`src/idr_map.svh`:
```
/*
 * Register indices, field positions, reset values and timing counts of the input
 * diagnostic register bank.
 * Assumes a Wishbone byte address whose bits [7:2] carry the register index.
 */
// Behaviour
// - open-check enable bit n-1 arms channel n
// - manual mode: enable bit drives common-mode high
// - sticky per-channel open flags, write one clears
// - one enable bit per channel for voltage checks
// - sticky per-channel overvoltage flags, write one clears
// - sticky per-channel undervoltage flags, write one clears
// - selector fields [2:0] and [5:3], [7:6] read zero
// - selector codes map to eight diagnostic sources
`ifndef IDR_MAP_SVH
`define IDR_MAP_SVH

// register indices, byte address is four times the index
`define IDR_IDX_OPEN_EN 6'h23
`define IDR_IDX_OPEN_FLAGS 6'h24
`define IDR_IDX_VOLT_EN 6'h25
`define IDR_IDX_OVER_FLAGS 6'h26
`define IDR_IDX_UNDER_FLAGS 6'h27
`define IDR_IDX_DIAG_SEL 6'h28
`define IDR_IDX_IRQ_STATUS 6'h30
`define IDR_IDX_IRQ_MASK 6'h31
`define IDR_IDX_CONTROL 6'h32

// reset values
`define IDR_RST_OPEN_EN 8'h00
`define IDR_RST_VOLT_EN 8'h00
`define IDR_RST_DIAG_SEL 6'h00
`define IDR_RST_IRQ_MASK 3'h0
`define IDR_RST_CONTROL 1'h0

// field positions
`define IDR_SEL_CH1_LSB 0
`define IDR_SEL_CH2_LSB 3
`define IDR_SEL_BITS 3
`define IDR_CTRL_MANUAL_BIT 0
`define IDR_IRQ_OPEN_BIT 0
`define IDR_IRQ_OVER_BIT 1
`define IDR_IRQ_UNDER_BIT 2

// wishbone answer: ack is raised one cycle after the request appears
`define IDR_ACK_LATENCY 1

`endif

```
`src/idr_pkg.sv`:
```
/*
 * Types shared by the input diagnostic register bank.
 * Assumes idr_map.svh is on the include path.
 */
package idr_pkg;

	// diagnostic sources in selector code order; code 100 differs per channel
	typedef enum logic [2:0] {
		IDR_SRC_INPUT_PIN,
		IDR_SRC_TEMP_SENSOR,
		IDR_SRC_REF_2V5,
		IDR_SRC_ANALOG_REG,
		IDR_SRC_DIGITAL_REG,
		IDR_SRC_INTERFACE_SUPPLY,
		IDR_SRC_ANALOG_GROUND,
		IDR_SRC_ANALOG_SUPPLY
	} idr_src_t;

	// three detector groups: open, over, under
	typedef logic [2:0][7:0] idr_det_t;

	// state of the register bank apart from the sticky flag groups
	typedef struct packed {
		logic ack;
		logic [31:0] dat;
		logic [7:0] open_en;
		logic [7:0] volt_en;
		logic [5:0] diag_sel;
		logic manual;
		logic [2:0] irq_mask;
		idr_det_t sync1;
		idr_det_t sync2;
		idr_det_t sync3;
		idr_det_t level;
		idr_src_t ch1_src;
		idr_src_t ch2_src;
		logic [1:0] range_10v;
	} idr_state_t;

	// state of one sticky flag group
	typedef struct packed {
		logic [7:0] flags;
	} idr_sticky_t;

endpackage

```
`src/idr_sticky.sv`:
```
/*
 * Eight sticky flags: set by hardware events, cleared by writing ones.
 * Assumes set and clear come from logic on the same clock.
 */
`timescale 1ns/100ps
module idr_sticky (
	// clock and reset
	input wire logic clk,
	input wire logic sys_rst,
	// hardware events and software clear mask
	input wire logic [7:0] set,
	input wire logic [7:0] clr,
	// flag state
	output logic [7:0] flags
);
	import idr_pkg::*;

	idr_sticky_t st_reg;
	idr_sticky_t st_next;

	// set wins over clear; a zero in the clear mask keeps the bit
	always_comb begin
		st_next = st_reg;
		st_next.flags = (st_reg.flags & ~clr) | set;
	end

	// register the state
	always_ff @(posedge clk) begin
		if (sys_rst) begin
			st_reg <= '0;
		end else begin
			st_reg <= st_next;
		end
	end

	assign flags = st_reg.flags;
endmodule

```
`src/idr_regs.sv`:
```
/*
 * Input diagnostic register bank: open-input, overvoltage and undervoltage
 * enables and flags, diagnostic source selectors for channels 1 and 2, and an
 * interrupt status/mask pair, all behind a classic Wishbone slave.
 * Assumes the detector inputs come from analog logic outside the clock domain
 * and the Wishbone master runs on clk.
 */
`timescale 1ns/100ps
`include "idr_map.svh"
module idr_regs (
	// clock and reset
	input wire logic clk,
	input wire logic sys_rst,
	// wishbone slave
	input wire logic wb_cyc_i,
	input wire logic wb_stb_i,
	input wire logic wb_we_i,
	input wire logic [7:0] wb_adr_i,
	input wire logic [3:0] wb_sel_i,
	input wire logic [31:0] wb_dat_i,
	output logic [31:0] wb_dat_o,
	output logic wb_ack_o,
	// detector results from the analog front end
	input wire logic [7:0] open_detected,
	input wire logic [7:0] over_detected,
	input wire logic [7:0] under_detected,
	// controls toward the analog front end
	output logic [7:0] open_check_enable,
	output logic [7:0] common_mode_high,
	output logic [7:0] voltage_check_enable,
	output idr_pkg::idr_src_t ch1_diag_source_select,
	output idr_pkg::idr_src_t ch2_diag_source_select,
	output logic [1:0] force_range_10v,
	// interrupt
	output logic irq
);
	import idr_pkg::*;

	idr_state_t st_reg;
	idr_state_t st_next;
	logic [7:0] open_flags;
	logic [7:0] over_flags;
	logic [7:0] under_flags;
	logic [7:0] irq_status;
	logic [7:0] open_set;
	logic [7:0] over_set;
	logic [7:0] under_set;
	logic [7:0] irq_set;
	logic req;
	logic wr_fire;
	logic [5:0] idx;
	logic [7:0] wdat;

	// true when the pending access addresses register index i
	function automatic logic hit(input logic [7:0] adr, input logic [5:0] i);
		hit = (adr[1:0] == 2'h0) && (adr[7:2] == i);
	endfunction

	// selector code to source; code 100 is the digital regulator on channel 1 only
	function automatic idr_src_t decode_src(input logic [2:0] code, input logic is_ch2);
		if (is_ch2 && code == 3'h4) begin
			decode_src = IDR_SRC_ANALOG_REG;
		end else begin
			decode_src = idr_src_t'(code);
		end
	endfunction

	// bus request decode; a write lands on the edge where ack is seen
	assign req = wb_cyc_i & wb_stb_i;
	assign wr_fire = req & wb_we_i & st_reg.ack & wb_sel_i[0];
	assign idx = wb_adr_i[7:2];
	assign wdat = wb_dat_i[7:0];

	// detections count only on channels whose check is enabled
	assign open_set = st_reg.level[0] & st_reg.open_en & {8{~st_reg.manual}};
	assign over_set = st_reg.level[1] & st_reg.volt_en;
	assign under_set = st_reg.level[2] & st_reg.volt_en;

	// interrupt events fire when a flag newly goes up
	always_comb begin
		irq_set = 8'h00;
		irq_set[`IDR_IRQ_OPEN_BIT] = |(open_set & ~open_flags);
		irq_set[`IDR_IRQ_OVER_BIT] = |(over_set & ~over_flags);
		irq_set[`IDR_IRQ_UNDER_BIT] = |(under_set & ~under_flags);
	end

	// open-input flags
	idr_sticky u_open_flags (
		.clk(clk),
		.sys_rst(sys_rst),
		.set(open_set),
		.clr((wr_fire && hit(wb_adr_i, `IDR_IDX_OPEN_FLAGS)) ? wdat : 8'h00),
		.flags(open_flags)
	);

	// overvoltage flags
	idr_sticky u_over_flags (
		.clk(clk),
		.sys_rst(sys_rst),
		.set(over_set),
		.clr((wr_fire && hit(wb_adr_i, `IDR_IDX_OVER_FLAGS)) ? wdat : 8'h00),
		.flags(over_flags)
	);

	// undervoltage flags
	idr_sticky u_under_flags (
		.clk(clk),
		.sys_rst(sys_rst),
		.set(under_set),
		.clr((wr_fire && hit(wb_adr_i, `IDR_IDX_UNDER_FLAGS)) ? wdat : 8'h00),
		.flags(under_flags)
	);

	// interrupt status, one bit per event group
	idr_sticky u_irq_status (
		.clk(clk),
		.sys_rst(sys_rst),
		.set(irq_set),
		.clr((wr_fire && hit(wb_adr_i, `IDR_IDX_IRQ_STATUS)) ? wdat : 8'h00),
		.flags(irq_status)
	);

	// next state: synchronisers, bus answer and writable registers
	always_comb begin
		st_next = st_reg;
		// three-stage synchronisers; a level changes once stages two and three agree
		st_next.sync1 = {under_detected, over_detected, open_detected};
		st_next.sync2 = st_reg.sync1;
		st_next.sync3 = st_reg.sync2;
		st_next.level = (st_reg.sync2 & st_reg.sync3) | (st_reg.level & (st_reg.sync2 | st_reg.sync3));
		// ack for one cycle, then drop it for a cycle
		st_next.ack = req & ~st_reg.ack;
		if (req && !st_reg.ack) begin
			st_next.dat = 32'h0000_0000;
			if (!wb_we_i) begin
				case (1'b1)
					hit(wb_adr_i, `IDR_IDX_OPEN_EN): st_next.dat[7:0] = st_reg.open_en;
					hit(wb_adr_i, `IDR_IDX_OPEN_FLAGS): st_next.dat[7:0] = open_flags;
					hit(wb_adr_i, `IDR_IDX_VOLT_EN): st_next.dat[7:0] = st_reg.volt_en;
					hit(wb_adr_i, `IDR_IDX_OVER_FLAGS): st_next.dat[7:0] = over_flags;
					hit(wb_adr_i, `IDR_IDX_UNDER_FLAGS): st_next.dat[7:0] = under_flags;
					hit(wb_adr_i, `IDR_IDX_DIAG_SEL): st_next.dat[5:0] = st_reg.diag_sel;
					hit(wb_adr_i, `IDR_IDX_IRQ_STATUS): st_next.dat[2:0] = irq_status[2:0];
					hit(wb_adr_i, `IDR_IDX_IRQ_MASK): st_next.dat[2:0] = st_reg.irq_mask;
					hit(wb_adr_i, `IDR_IDX_CONTROL): st_next.dat[0] = st_reg.manual;
					default: st_next.dat = 32'h0000_0000; // unmapped reads as zero
				endcase
			end
		end
		// register writes on the acknowledged edge
		if (wr_fire) begin
			if (hit(wb_adr_i, `IDR_IDX_OPEN_EN)) begin
				st_next.open_en = wdat;
			end
			if (hit(wb_adr_i, `IDR_IDX_VOLT_EN)) begin
				st_next.volt_en = wdat;
			end
			if (hit(wb_adr_i, `IDR_IDX_DIAG_SEL)) begin
				st_next.diag_sel = wdat[5:0];
			end
			if (hit(wb_adr_i, `IDR_IDX_IRQ_MASK)) begin
				st_next.irq_mask = wdat[2:0];
			end
			if (hit(wb_adr_i, `IDR_IDX_CONTROL)) begin
				st_next.manual = wdat[`IDR_CTRL_MANUAL_BIT];
			end
		end
		// decoded sources and range forcing follow the selectors a cycle later
		st_next.ch1_src = decode_src(st_reg.diag_sel[`IDR_SEL_CH1_LSB +: `IDR_SEL_BITS], 1'b0);
		st_next.ch2_src = decode_src(st_reg.diag_sel[`IDR_SEL_CH2_LSB +: `IDR_SEL_BITS], 1'b1);
		st_next.range_10v[0] = |st_reg.diag_sel[`IDR_SEL_CH1_LSB +: `IDR_SEL_BITS];
		st_next.range_10v[1] = |st_reg.diag_sel[`IDR_SEL_CH2_LSB +: `IDR_SEL_BITS];
	end

	// register the state with its reset values
	always_ff @(posedge clk) begin
		if (sys_rst) begin
			st_reg <= '0;
			st_reg.open_en <= `IDR_RST_OPEN_EN;
			st_reg.volt_en <= `IDR_RST_VOLT_EN;
			st_reg.diag_sel <= `IDR_RST_DIAG_SEL;
			st_reg.irq_mask <= `IDR_RST_IRQ_MASK;
			st_reg.manual <= `IDR_RST_CONTROL;
			st_reg.ch1_src <= IDR_SRC_INPUT_PIN;
			st_reg.ch2_src <= IDR_SRC_INPUT_PIN;
		end else begin
			st_reg <= st_next;
		end
	end

	// outputs
	assign wb_ack_o = st_reg.ack;
	assign wb_dat_o = st_reg.dat;
	assign open_check_enable = st_reg.manual ? 8'h00 : st_reg.open_en;
	assign common_mode_high = st_reg.manual ? st_reg.open_en : 8'h00;
	assign voltage_check_enable = st_reg.volt_en;
	assign ch1_diag_source_select = st_reg.ch1_src;
	assign ch2_diag_source_select = st_reg.ch2_src;
	assign force_range_10v = st_reg.range_10v;
	assign irq = |(irq_status[2:0] & st_reg.irq_mask);
endmodule

```
`config.mk`:
```
export PLATFORM = sky130hd
export DESIGN_NAME = idr_regs
export DESIGN_NICKNAME = d
export VERILOG_FILES = /design/src/idr_pkg.sv /design/src/idr_sticky.sv /design/src/idr_regs.sv
export VERILOG_INCLUDE_DIRS = /design/src /design/src/src
export SDC_FILE = /design/constraint.sdc
export NUM_CORES = 1
export LEC_CHECK = 0
export BUFFER_PORTS_ARGS = -buffer_cell sky130_fd_sc_hd__buf_2
export CAP_MARGIN = 20
export CORE_MARGIN = 3
export CORE_UTILIZATION = 55
export CTS_CLUSTER_SIZE = 14
export DETAILED_ROUTE_END_ITERATION = 6
export GPL_TIMING_DRIVEN = 0
export PLACE_DENSITY = 0.79
export SLEW_MARGIN = 20
export SYNTH_ARGS = -nofsm -noshare
export SYNTH_HDL_FRONTEND = slang
export SYNTH_HIERARCHICAL = 1
export SYNTH_SLANG_ARGS = --single-unit
export TNS_END_PERCENT = 50
```
`constraint.sdc`:
```
create_clock -name clk -period 2.3 [get_ports clk]
set_clock_uncertainty 0.15 [all_clocks]
set_input_delay 0.115 -clock clk [delete_from_list [all_inputs] [get_ports clk]]
set_output_delay 0.115 -clock clk [all_outputs]
set_load 0.05 [all_outputs]
```
==> run metrics <==
IO Count=139; Max VDD drop=0.528 mV; crit-path cells=and4_1 -> clkbuf_1 -> nand2_1 -> nor3_4 -> and2_1 -> nand2b_4 -> a21oi_2; power per cell area=720 nW/µm²; hold depth=4; hold crit path type=in -> reg; vias in the first global route=5,466; startpoint types=flip-flop; Worst EP arrival=2.35 ns; Remaining Overflow, GRT=0; dpl cell area=7940 µm²; largest net degree at the start of global routing=17; R2R cell count=7; via count=5,869; later-pin clock latency in the skew report=0.43 ns; GPL Wtd Cong=0.937; power after layout=6.44 mW; Final Cell Area=8940 µm²; first-pass GRT wire length=28,100 µm; max_slew headroom=0.547; reg2reg start=wb_ack_o$_SDFF_PP0_; synth warn=6; Leakage=3.70 nW; actual slew at the worst max-slew pin=0.679 ns; Die X=121 µm; H-tree depth=4; CTS clk-pin slew, worst paths=0.06 ns; final worst path period share=0.945; Antenna diodes=0; Crit-path slowest cell=nor3_4; total CTS buffers=17; crit path time final=2.17 ns; Worst Path Required=2.47 ns; critical path capture point type=flip-flop; Die Y=121 µm; RR Endpoint=u_over_flags/flags[3]$_SDFF_PP0_; CP Class=reg -> reg; Max Freq=460 MHz; Area Growth Syn to Fin=24.0%; Rows=41; unrepaired setup endpoints after global routing=yes; R2R Setup Slk=0.13 ns; max-slew violations=0; starting DRC count in detailed routing=544; max reg flops=63; fill count=1,013; placed wire-length estimate=12,400 µm; Routed Antenna Nets=0; share of cells above drive strength 1=0.264; Core ar.=12,700 µm²; total routed wirelength=18,000 µm; Final setup viols=0; total track usage=0.251; hold path endpoint=st_reg[107]$_SDFFE_PP0P_; Synth Instances=770; CP max FO=10; Fin Setup TNS=0 ns; DR vias/cell=5.27; DRC violations left=0; clk sink count=166; WL/cell=16.1 µm; root buffer cell=clkbuf_16; Crit path largest cell delay=0.46 ns; initial antenna violation count=0; initial core utilization=0.567; Worst Min Path Start=wb_adr_i[2]; Max Cap Violations=0; clk buf depth=2; DRT Pass-1 Iters=5; CTS tree=done; syn_area_per_cell=9.37 µm²; Layout Nets=1,004; die area=14,500 µm²; final core utilization=0.703; status=finished, final reports clean; IO Port Bufs=85; Fin. Hold Viols=0; Mapped Area=7210 µm²
==> layer usage <==
| layer | share of wire | vias to the layer above | global-route usage |
|---|---|---|---|
| li1 | - | 2840 | - |
| met1 | 0.42 | 2709 | 0.319 |
| met2 | 0.47 | 273 | 0.416 |
| met3 | 0.077 | 47 | 0.0538 |
| met4 | 0.033 | 0 | 0.106 |
| met5 | 0 | - | 0 |
==> report_power, final <==
part / internal [mW] / switching [mW] / leakage [nW] / total, mW
registers: 2.93 / 0.0194 / 1.35 / 2.95
clock network: 1.94 / 1.13 / 0.304 / 3.07
logic: 0.157 / 0.264 / 2.05 / 0.421
==> final cells by class <==
type / instances / area, µm² / share of cell area
clock inverters: 12 / 204 / 0.0228
repair buffers: 119 / 766 / 0.0856
plain buffers: 84 / 552 / 0.0617
clock buffers: 18 / 439 / 0.0491
flip-flops and latches: 166 / 3320 / 0.372
inverters: 54 / 203 / 0.0227
well taps: 172 / 215 / 0.0241
multi-input cells: 489 / 3240 / 0.363
==> stage by stage <==
step | instances | setup WS (ns) | hold WS [ns]
floorplan | 793 | 0.0945 | 0.0932
global placement | 1050 | -0.126 | 0.132
detailed placement | 1050 | -0.131 | 0.134
CTS | 1114 | 0.0910 | 0.0223
global route | 1114 | -0.00771 | 0.0438
finish | 1114 | 0.125 | 0.0497
==> how the worst max path moves through the flow <==
stage                   startpoint                               end  slack [ns]
2_1_floorplan  wb_ack_o$_SDFF_PP0_  u_over_flags/flags[0]$_SDFF_PP0_        0.09
3_3_place_gp   wb_ack_o$_SDFF_PP0_  u_over_flags/flags[2]$_SDFF_PP0_       -0.13
3_5_place_dp   wb_ack_o$_SDFF_PP0_  u_over_flags/flags[3]$_SDFF_PP0_       -0.13
4_1_cts        wb_ack_o$_SDFF_PP0_  u_over_flags/flags[3]$_SDFF_PP0_        0.09
5_1_grt        wb_ack_o$_SDFF_PP0_  u_over_flags/flags[3]$_SDFF_PP0_      -0.008
6_report       wb_ack_o$_SDFF_PP0_  u_over_flags/flags[3]$_SDFF_PP0_        0.13
==> worst max-delay path, delay by kind of cell (launching register included) <==
family                 cells  cell delay [ns]
and+or+nand+nor            5             1.31
DFF                        1             0.33
buffers and inverters      1             0.24
AOI/OAI and AO/OA          1             0.05
==> cells in the final DEF, fill, tap and decap left out, types with 4 or more instances in the layout <==
cell	instances
buf_2	94
o22ai_1	10
buf_4	50
nor2b_1	87
a32o_1	4
dfxtp_1	166
a22o_1	6
nand2_1	63
nand2b_4	27
nand2b_1	6
dlygate4sd3_1	34
mux2i_1	5
buf_6	5
a21oi_1	55
inv_1	54
a32oi_1	4
nor2_1	9
nand3_1	17
and2_1	46
nand4_1	15
o21ai_0	28
mux4_2	5
o31ai_1	8
clkbuf_1	17
bufinv_16	5
a21oi_2	27
conb_1	24
clkbuf_16	17
==> timing repair <==
action | CTS | global route
setup endpoints to repair | 8 | 19
hold endpoints to repair | 79 | 0
buffers inserted | 0 | 0
hold buffers | 34 | 0
gates resized for setup | 1 | 3
pin swaps | 0 | 0
No activity file was read; power rests on OpenSTA's default activity.
